$ cat config.mk
export PLATFORM = sky130hd
export DESIGN_NAME = nsr_host
export DESIGN_NICKNAME = d
export VERILOG_FILES = /design/src/hw/nsr_pkg.sv /design/src/hw/nsr_sync.sv /design/src/hw/nsr_host.sv
export VERILOG_INCLUDE_DIRS = /design/src /design/src/hw
export SDC_FILE = /design/constraint.sdc
export NUM_CORES = 1
export LEC_CHECK = 0
export BUFFER_PORTS_ARGS = -buffer_cell sky130_fd_sc_hd__clkbuf_2
export CELL_PAD_IN_SITES_DETAIL_PLACEMENT = 1
export CELL_PAD_IN_SITES_GLOBAL_PLACEMENT = 1
export CORE_MARGIN = 4
export CORE_UTILIZATION = 35
export DETAILED_ROUTE_END_ITERATION = 10
export PLACE_DENSITY_LB_ADDON = 0.1
export SLEW_MARGIN = 20
export SYNTH_ARGS = -nofsm -noshare
export SYNTH_HDL_FRONTEND = slang
export SYNTH_HIERARCHICAL = 1
export SYNTH_SLANG_ARGS = --single-unit
$ cat constraint.sdc
create_clock -name clock -period 7 [get_ports clock]
set_input_delay 1.4 -clock clock [delete_from_list [all_inputs] [get_ports clock]]
set_output_delay 1.4 -clock clock [all_outputs]
set_load 0.005 [all_outputs]
$ cat src/hw/nsr_map.svh
// Purpose: offsets, sequence addresses and timing counts for nsr host
// Assumes: 250 MHz clock
// Notes: counts derive from times in ns
`ifndef NSR_MAP_SVH
`define NSR_MAP_SVH

`define NSR_CLK_NS 4
`define NSR_ACCESS_NS 45
`define NSR_ACCESS_CYC ((`NSR_ACCESS_NS + `NSR_CLK_NS - 1) / `NSR_CLK_NS)
`define NSR_SB_PULSE_NS 100
`define NSR_SB_PULSE_CYC ((`NSR_SB_PULSE_NS + `NSR_CLK_NS - 1) / `NSR_CLK_NS)
`define NSR_SB_LOW_NS 20000
`define NSR_SB_LOW_CYC ((`NSR_SB_LOW_NS + `NSR_CLK_NS - 1) / `NSR_CLK_NS)
`define NSR_NV_NS 10000000
`define NSR_NV_CYC ((`NSR_NV_NS + `NSR_CLK_NS - 1) / `NSR_CLK_NS)

`define NSR_SEQ_A0 13'h0000
`define NSR_SEQ_A1 13'h1555
`define NSR_SEQ_A2 13'h0AAA
`define NSR_SEQ_A3 13'h1FFF
`define NSR_SEQ_A4 13'h10F0
`define NSR_SEQ_STORE 13'h0F0F
`define NSR_SEQ_RECALL 13'h0F0E
`define NSR_SEQ_LAST 3'h5

`endif

$ cat src/hw/nsr_pkg.sv
// Purpose: types for nsr host
// Assumes: 13-bit address, 8-bit data
// Notes: constants live in nsr_map.svh
package nsr_pkg;
    typedef enum logic [2:0] {
        NSR_OP_READ = 3'h0,
        NSR_OP_WRITE = 3'h1,
        NSR_OP_SW_STORE = 3'h2,
        NSR_OP_SW_RECALL = 3'h3,
        NSR_OP_HW_STORE = 3'h4
    } nsr_op_type;

    typedef struct packed {
        nsr_op_type op;
        logic [12:0] addr;
        logic [7:0] wdata;
    } nsr_cmd_type;

    typedef struct packed {
        logic ce_n;
        logic we_n;
        logic oe_n;
        logic [12:0] addr;
        logic [7:0] dq_o;
        logic dq_oe;
        logic sb_o;
        logic sb_oe;
    } nsr_pins_type;
endpackage : nsr_pkg

$ cat src/hw/nsr_sync.sv
// Purpose: two-flop synchroniser for pin inputs
// Assumes: one clock
// Notes: first flop read only by second
`timescale 1ns/1ps
`default_nettype none
module nsr_sync #(
    parameter int WIDTH = 1,
    parameter logic [WIDTH-1:0] INIT = '0
) (
    // clock and reset
    input wire logic clock,
    input wire logic sys_rst,
    // data
    input wire logic [WIDTH-1:0] din,
    output logic [WIDTH-1:0] dout
);
    logic [WIDTH-1:0] meta_q;

    always_ff @(posedge clock) begin
        if (sys_rst) begin
            meta_q <= INIT;
            dout <= INIT;
        end else begin
            meta_q <= din;
            dout <= meta_q;
        end
    end
endmodule : nsr_sync
`default_nettype wire

$ cat src/hw/nsr_host.sv
// Purpose: host controller driving an 8K x 8 nonvolatile static memory
// Assumes: 250 MHz clock, pins sampled through two flops
// Notes: one command at a time; sequences run without interruption
//
// How it works
// - to block stores the host drives store/busy high hard enough.
// - six reads at the store addresses start a software store.
// - the same five reads then 0x0F0E start a software recall.
// - write enable stays high through all six sequence cycles.
`include "nsr_map.svh"
`timescale 1ns/1ps
`default_nettype none
module nsr_host #(
    parameter int SB_LOW_CYC = `NSR_SB_LOW_CYC,
    parameter int NV_CYC = `NSR_NV_CYC
) (
    // clock and reset
    input wire logic clock,
    input wire logic sys_rst,
    // command port
    input wire logic cmd_valid,
    output logic cmd_ready,
    input wire nsr_pkg::nsr_cmd_type cmd,
    output logic rsp_valid,
    output logic [7:0] rsp_rdata,
    // status
    input wire logic store_inhibit,
    output logic busy,
    output logic dirty,
    // memory pins
    output nsr_pkg::nsr_pins_type pins,
    input wire logic [7:0] dq_i,
    input wire logic hw_store_busy_n_i
);
    typedef enum logic [5:0] {
        ST_IDLE = 6'h01,
        ST_SETUP = 6'h02,
        ST_HOLD = 6'h04,
        ST_GAP = 6'h08,
        ST_SB_PULSE = 6'h10,
        ST_NVWAIT = 6'h20
    } nsr_state_type;

    nsr_state_type state_q, state_d;
    nsr_pkg::nsr_cmd_type cmd_q;
    nsr_pkg::nsr_pins_type pins_d;
    logic [31:0] cnt_q, cnt_d;
    logic [2:0] step_q;
    logic [7:0] dq_s;
    logic sb_s;
    logic seq_op;
    logic [12:0] cur_addr;
    logic take;

    ////////////////////////////////////////////////////////////////////
    // pin synchronisers
    nsr_sync #(.WIDTH(8), .INIT(8'h00)) u_dq_sync (
        .clock(clock),
        .sys_rst(sys_rst),
        .din(dq_i),
        .dout(dq_s)
    );

    nsr_sync #(.WIDTH(1), .INIT(1'h1)) u_sb_sync (
        .clock(clock),
        .sys_rst(sys_rst),
        .din(hw_store_busy_n_i),
        .dout(sb_s)
    );

    ////////////////////////////////////////////////////////////////////
    // command accept
    assign seq_op = (cmd_q.op == nsr_pkg::NSR_OP_SW_STORE) ||
                    (cmd_q.op == nsr_pkg::NSR_OP_SW_RECALL);
    // no access while device is busy; only a hardware store is refused while store_inhibit is set
    assign cmd_ready = (state_q == ST_IDLE) && sb_s &&
                       !(store_inhibit &&
                         cmd.op == nsr_pkg::NSR_OP_HW_STORE);
    assign take = cmd_valid && cmd_ready;
    assign busy = (state_q != ST_IDLE) || !sb_s;

    always_ff @(posedge clock) begin
        if (sys_rst) begin
            cmd_q <= '0;
        end else if (take) begin
            cmd_q <= cmd;
        end
    end

    ////////////////////////////////////////////////////////////////////
    // sequence address table
    always_comb begin
        cur_addr = cmd_q.addr;
        if (seq_op) begin
            case (step_q)
                3'h0: cur_addr = `NSR_SEQ_A0;
                3'h1: cur_addr = `NSR_SEQ_A1;
                3'h2: cur_addr = `NSR_SEQ_A2;
                3'h3: cur_addr = `NSR_SEQ_A3;
                3'h4: cur_addr = `NSR_SEQ_A4;
                default: begin
                    if (cmd_q.op == nsr_pkg::NSR_OP_SW_STORE) begin
                        cur_addr = `NSR_SEQ_STORE;
                    end else begin
                        cur_addr = `NSR_SEQ_RECALL;
                    end
                end
            endcase
        end
    end

    ////////////////////////////////////////////////////////////////////
    // state machine
    always_comb begin
        state_d = state_q;
        cnt_d = cnt_q;
        case (state_q)
            ST_IDLE: begin
                if (take) begin
                    if (cmd.op == nsr_pkg::NSR_OP_HW_STORE) begin
                        state_d = ST_SB_PULSE;
                        cnt_d = 32'(`NSR_SB_PULSE_CYC - 1);
                    end else begin
                        state_d = ST_SETUP;
                    end
                end
            end
            ST_SETUP: begin
                state_d = ST_HOLD;
                cnt_d = 32'(`NSR_ACCESS_CYC - 1);
            end
            ST_HOLD: begin
                if (cnt_q == 32'h0000_0000) begin
                    state_d = ST_GAP;
                end else begin
                    cnt_d = cnt_q - 32'h0000_0001;
                end
            end
            ST_GAP: begin
                // steps follow directly, nothing may intervene
                if (seq_op && step_q != `NSR_SEQ_LAST) begin
                    state_d = ST_SETUP;
                end else if (seq_op) begin
                    state_d = ST_NVWAIT;
                    cnt_d = 32'(NV_CYC);
                end else begin
                    state_d = ST_IDLE;
                end
            end
            ST_SB_PULSE: begin
                if (cnt_q == 32'h0000_0000) begin
                    state_d = ST_NVWAIT;
                    cnt_d = 32'(SB_LOW_CYC);
                end else begin
                    cnt_d = cnt_q - 32'h0000_0001;
                end
            end
            ST_NVWAIT: begin
                if (cnt_q != 32'h0000_0000) begin
                    cnt_d = cnt_q - 32'h0000_0001;
                end else if (sb_s) begin
                    state_d = ST_IDLE;
                end
            end
            default: begin
                state_d = ST_IDLE;
                cnt_d = 32'h0000_0000;
            end
        endcase
    end

    always_ff @(posedge clock) begin
        if (sys_rst) begin
            state_q <= ST_IDLE;
            cnt_q <= 32'h0000_0000;
        end else begin
            state_q <= state_d;
            cnt_q <= cnt_d;
        end
    end

    ////////////////////////////////////////////////////////////////////
    // sequence step
    always_ff @(posedge clock) begin
        if (sys_rst) begin
            step_q <= 3'h0;
        end else if (take) begin
            step_q <= 3'h0;
        end else if (state_q == ST_GAP && seq_op &&
                     step_q != `NSR_SEQ_LAST) begin
            step_q <= step_q + 3'h1;
        end
    end

    ////////////////////////////////////////////////////////////////////
    // read data and response
    always_ff @(posedge clock) begin
        if (sys_rst) begin
            rsp_rdata <= 8'h00;
            rsp_valid <= 1'b0;
        end else begin
            rsp_valid <= (state_d == ST_IDLE) && (state_q != ST_IDLE);
            if (state_q == ST_HOLD && cnt_q == 32'h0000_0000 &&
                cmd_q.op == nsr_pkg::NSR_OP_READ) begin
                rsp_rdata <= dq_s;
            end
        end
    end

    ////////////////////////////////////////////////////////////////////
    // written-since-nv tracking
    always_ff @(posedge clock) begin
        if (sys_rst) begin
            dirty <= 1'b0;
        end else if (state_q == ST_GAP &&
                     cmd_q.op == nsr_pkg::NSR_OP_WRITE) begin
            dirty <= 1'b1;
        end else if (state_q == ST_NVWAIT && state_d == ST_IDLE) begin
            dirty <= 1'b0;
        end
    end

    ////////////////////////////////////////////////////////////////////
    // pin drive
    always_comb begin
        pins_d.ce_n = 1'b1;
        pins_d.we_n = 1'b1;
        pins_d.oe_n = 1'b1;
        pins_d.addr = cur_addr;
        pins_d.dq_o = cmd_q.wdata;
        pins_d.dq_oe = 1'b0;
        pins_d.sb_o = 1'b1;
        pins_d.sb_oe = 1'b0;
        if (store_inhibit) begin
            pins_d.sb_oe = 1'b1;
        end
        case (state_q)
            ST_SETUP, ST_HOLD: begin
                pins_d.ce_n = 1'b0;
                if (cmd_q.op == nsr_pkg::NSR_OP_WRITE) begin
                    pins_d.dq_oe = 1'b1;
                    pins_d.we_n = (state_q == ST_SETUP);
                end else begin
                    // gate only steers data, last step left ungated
                    pins_d.oe_n = seq_op &&
                                  step_q == `NSR_SEQ_LAST;
                end
            end
            ST_GAP: begin
                pins_d.dq_oe = (cmd_q.op == nsr_pkg::NSR_OP_WRITE);
            end
            ST_SB_PULSE: begin
                pins_d.sb_o = 1'b0;
                pins_d.sb_oe = 1'b1;
            end
            default: begin
                pins_d.ce_n = 1'b1;
            end
        endcase
        if (seq_op) begin
            pins_d.we_n = 1'b1;
        end
    end

    always_ff @(posedge clock) begin
        if (sys_rst) begin
            pins <= '{ce_n: 1'b1, we_n: 1'b1, oe_n: 1'b1, addr: 13'h0000,
                      dq_o: 8'h00, dq_oe: 1'b0, sb_o: 1'b1,
                      sb_oe: 1'b0};
        end else begin
            pins <= pins_d;
        end
    end
endmodule : nsr_host
`default_nettype wire

==> flow_summary.ini, run 1 <==
[detailed_routing]
first_pass_iters = 4
vias = 4275
drt_iter0_markers = 151
wirelength_um = 13520
vias_per_cell = 5.157
drc_errors = 0
ant_nets = 0
wl_per_cell_um = 16.31

[setup_path]
crit_chain = or4_4, nor3b_4, nand2_1, a21oi_1, clkbuf_2
critPathLaunchType = register
cpMaxStageDelayCell = or4_4
worst_ep_required_time_ps = 5600
end_kind = primary output
max_stage_delay_ps = 580
crit_start = state_q[2]
arrival_ps = 2440
rr_startpoint = cnt_q[0]
critical_path_class = register to primary output
critPathMaxFanout = 10

[synthesis]
avgSynthCellArea_um2 = 8.836
syn_inst = 566
async_flop_share_pct = 0
ys_seq_area_share_pct = 48.04
syn-num-nets = 609
synth.cell_area_mm2 = 0.005001
ys_seq_elements = 120
yosys_warnings = 6
netlist-cell-type-count = 67
synth_flop_cell = dfxtp_1
synth_edf_count = 0

[clock_network]
cts_max_path_buffers = 2
cts_hold_buffers = 0
post_cts_buffers = 0
cts_buffers = 17
clk_latency_ps = 410
tritoncts = yes
cts.sinks = 120
root_buffer = clkbuf_16
cts_max_level = 4
cts_resized = 0
clkTransAtPathRegs_ps = 50

[die]
die_x_um = 127.5
design.die.area_mm2 = 0.01627
die_y_um = 127.5
coreArea_mm2 = 0.01393
start_util_pct = 35.89
rows = 43
io_pins = 76

[sta]
relSlewSlack_pct = 28.33
rsz0062_at_grt = false
period_share_pct = 54.88
fin_worst_skew_ps = 8.512
tns_ps = 0
period_needed_ps = 3841
tightest_slew_ps = 1067
hold_viol = 0
setup_viol = 0
drv_slew = 0
fmax_ghz = 0.2603

[min_path]
hold_path.startpoint = u_sb_sync/meta_q
hold_path.class = register to register

[job]
maxCapViolCount = 0

[finish]
syn_to_final_growth_pct = 21.52
antennaDiodeCount = 0
stdcell_area_mm2 = 0.006077
final_net_count = 679
drive_gt1_share_pct = 21.88

[placed_design]
numPortBuffers = 75
place_hpwl_um = 9181
placed_area_mm2 = 0.005490
globalplace.congestion = 0.8261

[outcome]
status = completed

[pwr]
p_leak_nw = 2.464
vdd_drop_max_mv = 0.1700
p_per_area_mw_per_mm2 = 363.6

[global_routing]
grt-ovfl-total = 0
grt_pass1_wl_um = 22060
grt_use_total_pct = 17.02
grt_max_degree = 67
grt_pass1_vias = 4306
antenna_found_initial = 0
-- cell usage after synthesis, types with 4 or more instances --
| cell type | n | area share [%] |
|---|---|---|
| a21oi_1 | 62 | 6.2 |
| and2b_2 | 6 | 1.1 |
| buf_2 | 4 | 0.40 |
| clkbuf_1 | 16 | 1.2 |
| dfxtp_1 | 120 | 48 |
| ha_1 | 6 | 1.5 |
| inv_1 | 13 | 0.98 |
| mux2i_1 | 9 | 1.8 |
| nand2_1 | 79 | 5.9 |
| nand3_1 | 9 | 0.90 |
| nand3b_1 | 4 | 0.60 |
| nand4_1 | 7 | 0.88 |
| nor2_1 | 52 | 3.9 |
| nor2b_1 | 14 | 1.8 |
| nor2b_2 | 7 | 1.2 |
| nor3_1 | 22 | 2.2 |
| nor4_1 | 16 | 2.0 |
| o21ai_0 | 13 | 1.3 |
| or2_2 | 5 | 0.63 |
| or3_1 | 5 | 0.63 |
| or4_1 | 4 | 0.60 |
| xnor2_1 | 18 | 3.2 |
-- per-layer routing --
metal / GRT usage [%] / vias to the layer above / share of wire [%]
met4: 5.489 / 0 / 1.0
met2: 28.49 / 72 / 49
met3: 4.306 / 15 / 3.9
met5: 0 / - / 0
li1: - / 2132 / -
met1: 21.48 / 2056 / 46
-- cell families after synthesis --
| group | synth area share [%] |
|---|---|
| flops | 48.04 |
| xor+xnor | 3.328 |
| mux | 1.801 |
| fa+ha+maj | 1.501 |
| simple gates | 27.92 |
| buf+inv | 3.553 |
| compound gates | 13.86 |
-- worst max-delay path: cells and delay by family (launching register included) --
| kind | cells | cell delay (ps) |
|---|---|---|
| and+or+nand+nor | 3 | 1270 |
| DFF | 1 | 400 |
| AOI/OAI and AO/OA | 1 | 220 |
| buffers and inverters | 1 | 150 |
-- stage by stage --
step | util, % | power (mW) | hold slack, ps | cells | setup WS (ps)
finish | 43.61 | 2.210 | 405.5 | 829 | 3159
global route | 43.61 | 2.334 | 424.7 | 829 | 2995
CTS | 43.53 | 2.229 | 409.2 | 828 | 3136
detailed placement | 39.40 | 1.371 | 395.5 | 796 | 3123
global placement | 39.40 | 1.360 | 395.0 | 796 | 3214
floorplan | - | 1.223 | 385.4 | 566 | 3693
-- layout make-up --
class                   count  area [um2]
clock buffers              18       439.2
fillers                  1672        7858
clock inverters            14       136.4
inverters                  13       48.80
repair buffers             78       404.1
multi-input cells         406        2421
well taps                 180       225.2
flip-flops and latches    120        2402
-- placed cells by master (no fill, tap or decap), drive strengths merged, types with 3 or more instances in the layout --
cell type    n
nor3        24
dfxtp      120
nand3        9
clkbuf      92
and2         3
nor2b       21
nand2b       3
ha           6
or2          8
mux2i        9
xnor2       18
clkinv       5
nor2        53
inv         21
nor4b        3
a21oi       62
o21ai       15
nand4        7
o2bb2ai      4
or3          5
o32ai        4
nor4        18
nand3b       4
buf          4
and2b        6
a31oi        3
or4          5
nor3b        4
o31ai        3
nand2       79
-- flip-flops by register name, summed over array words and instances, names as in the netlist --
signal            cells
rsp_rdata             8
cmd_q                24
state_q               6
u_sb_sync/meta_q      1
u_dq_sync/dout        8
pins                 27
step_q                3
cnt_q                32
u_dq_sync/meta_q      8
dirty                 1
u_sb_sync/dout        1
rsp_valid             1
-- power by group --
group	leakage, nW	internal, mW	switching, mW
sequential	0.978	0.740	0.0507
combinational	1.20	0.208	0.364
clock	0.287	0.507	0.341
-- final timing paths --
check        slack, ps  depth (start not counted)        endpoint
max               3160                          5       cmd_ready
max reg2reg       3420                          8       cnt_q[18]
min                410                          1  u_sb_sync/dout
min reg2reg        410                          1  u_sb_sync/dout
(Power assumes the default switching activity.)
==> run 2: changes to the inputs <==
ABC_AREA = 1   (was unset)
clock period = 3.3 ns   (was 7 ns; I/O delays follow)
==> flow_summary.ini, run 2 <==
[detailed_routing]
drc_errors = 0
vias_per_cell = 4.781
wirelength_um = 14710
first_pass_iters = 4
wl_per_cell_um = 14.65
ant_nets = 0
drt_iter0_markers = 175
vias = 4800

[clock_network]
clkTransAtPathRegs_ps = 60
post_cts_buffers = 0
root_buffer = clkbuf_16
cts_buffers = 17
cts_hold_buffers = 0
cts_resized = 0
cts_max_level = 4
tritoncts = yes
cts_max_path_buffers = 2
cts.sinks = 120
clk_latency_ps = 410

[synthesis]
ys_seq_area_share_pct = 46.09
yosysTopAreaCellShare_pct = 46.09
yosys_warnings = 6
synthTopCellsByArea = dfxtp_1 46%, nand2_1 13%, a21oi_1 7.8%
yosysMostFrequentCell = nand2_1
async_flop_share_pct = 0
ys_seq_elements = 120
syn-num-nets = 774
synth.cell_area_mm2 = 0.005212
avgSynthCellArea_um2 = 7.131
synth_edf_count = 0
yosysTopAreaCell = dfxtp_1
netlist-cell-type-count = 36
synth_flop_cell = dfxtp_1
synth.top_cells.by_count = 183 x nand2_1, 120 x dfxtp_1, 101 x nor2_1
syn_inst = 731

[placed_design]
numPlacedInstances = 972
globalplace.congestion = 0.7992
numPortBuffers = 75
place_hpwl_um = 10710

[sta]
relSlewSlack_pct = 44.92
setup_viol = 0
rsz0062_at_grt = false
drv_slew = 0
tightest_slew_ps = 826.2
period_share_pct = 72.60
fmax_ghz = 0.4174
fin_worst_skew_ps = 9.704
hold_viol = 0
period_needed_ps = 2396
tns_ps = 0

[min_path]
min_path_cells = 2
hold_path.class = register to register
min_to = u_dq_sync/dout[2]
hold_path.startpoint = u_dq_sync/meta_q[2]

[pwr]
p_leak_nw = 2.911
p_sw_share_pct = 42.45
vdd_drop_max_mv = 0.4747
p_per_area_mw_per_mm2 = 924.9
p_int_mw = 3.334
power_frac_clock_pct = 29.4
seq_power_share_pct = 31.1
power_frac_comb_pct = 39.6
switchingPower_mw = 2.459

[finish]
largest_register = cnt_q
reg.largest.list = cnt_q: 32 flops, pins: 27 flops, cmd_q: 24 flops
largest_reg_flops = 32
stdcell_count = 1004
antennaDiodeCount = 0
layout_common_cells = 183 x nand2_1, 120 x dfxtp_1, 101 x nor2_1
drive_gt1_share_pct = 16.83
final_net_count = 850
syn_to_final_growth_pct = 20.16
final_common_cell = nand2_1

[die]
start_util_pct = 35.86
rows = 44
design.die.area_mm2 = 0.01691
coreArea_mm2 = 0.01453
die_y_um = 130.0
die_x_um = 130.0
io_pins = 76

[setup_path]
rr_startpoint = cnt_q[0]
critical_path_class = register to register
critPathMaxFanout = 10
worst_ep_required_time_ps = 3600
end_kind = register
worstRegToRegCells = 11
arrival_ps = 2700
critPathLaunchType = register
r2r_slack_ps = 900
crit_start = cnt_q[0]
r2r_end = cnt_q[29]

[global_routing]
grt-ovfl-total = 0
grt_pass1_wl_um = 24290
grt_pass1_vias = 5037
grt_max_degree = 74
antenna_found_initial = 0
grt_use_total_pct = 18.22

[job]
maxCapViolCount = 0

[outcome]
status = completed
[run 2: cell types whose count changed after synthesis, moves of 16 or more]
cell,previous run,this run
nand2_1,79,183
inv_1,13,89
nor2_1,52,101
nand3_1,9,32
a21oi_1,62,81
nor4_1,16,0
o21ai_0,13,29
[run 2: through the flow]
| step | total power [mW] | instance area (um2) | worst slack [ps] | util [%] | hold WS [ps] |
|---|---|---|---|---|---|
| 3_5_place_dp | 4.142 | 5718 | 737.4 | 39.34 | 396.9 |
| 3_3_place_gp | 4.069 | 5718 | 820.9 | 39.34 | 389.1 |
| 4_1_cts | 5.884 | 6264 | 859.8 | 43.10 | 400.9 |
| 6_report | 5.793 | 6264 | 904.1 | 43.10 | 402.1 |
| 5_1_grt | 6.295 | 6264 | 665.7 | 43.10 | 422.9 |
| 2_1_floorplan | 3.527 | 5213 | 1467 | - | 379.5 |
[run 2: routing by layer]
| metal | vias to the layer above | part of all wire [%] | routed length, um | global-route usage [%] |
|---|---|---|---|---|
| met3 | 6 | 3.1 | 462 | 4.912 |
| met2 | 66 | 50 | 7307 | 31.50 |
| met1 | 2260 | 47 | 6862 | 22.36 |
| met5 | - | 0 | 0 | 0 |
| li1 | 2468 | - | - | - |
| met4 | 0 | 0.55 | 81 | 4.951 |
[run 2: final cells by class]
class / instances / area (um2)
Clock buffer: 18 / 429.2
Clock inverter: 14 / 116.4
Fill cell: 1873 / 8270
Inverter: 92 / 345.3
Multi-Input combinational cell: 495 / 2320
Sequential cell: 120 / 2402
Tap cell: 184 / 230.2
Timing Repair Buffer: 81 / 420.4
[run 2: how the worst max path moves through the flow]
stage	to	slack [ps]
6_report	cnt_q[29]	900
3_5_place_dp	cnt_q[30]	740
5_1_grt	cnt_q[12]	670
2_1_floorplan	cnt_q[29]	1470
4_1_cts	cnt_q[29]	860
3_3_place_gp	cnt_q[3]	820
[run 2: worst max-delay path: stages, from the launching register on]
cell     delay [ps]
dfxtp_1         310
inv_1            90
ha_1            240
nand2_2         110
nor2_4          190
nand2_1         110
o21ai_1         270
nand2_2         260
o21ai_4         410
inv_2           150
nand2_1         100
nor2_1           40
[run 2: power by group through the flow]
stage                     Clock (mW)  Sequential, mW  Combinational, mW
final                           1.70            1.80               2.29
after global routing            1.82            1.82               2.65
after CTS                       1.76            1.80               2.33
after detailed placement           0            1.83               2.32
after global placement             0            1.82               2.25
after floorplan                    0            1.78               1.74
[run 2: cells by family after synthesis]
kind of cell	share of synthesized area, %
flops	46.09
compound gates	12.67
xor+xnor	1.008
simple gates	29.38
buf+inv	9.409
fa+ha+maj	1.440
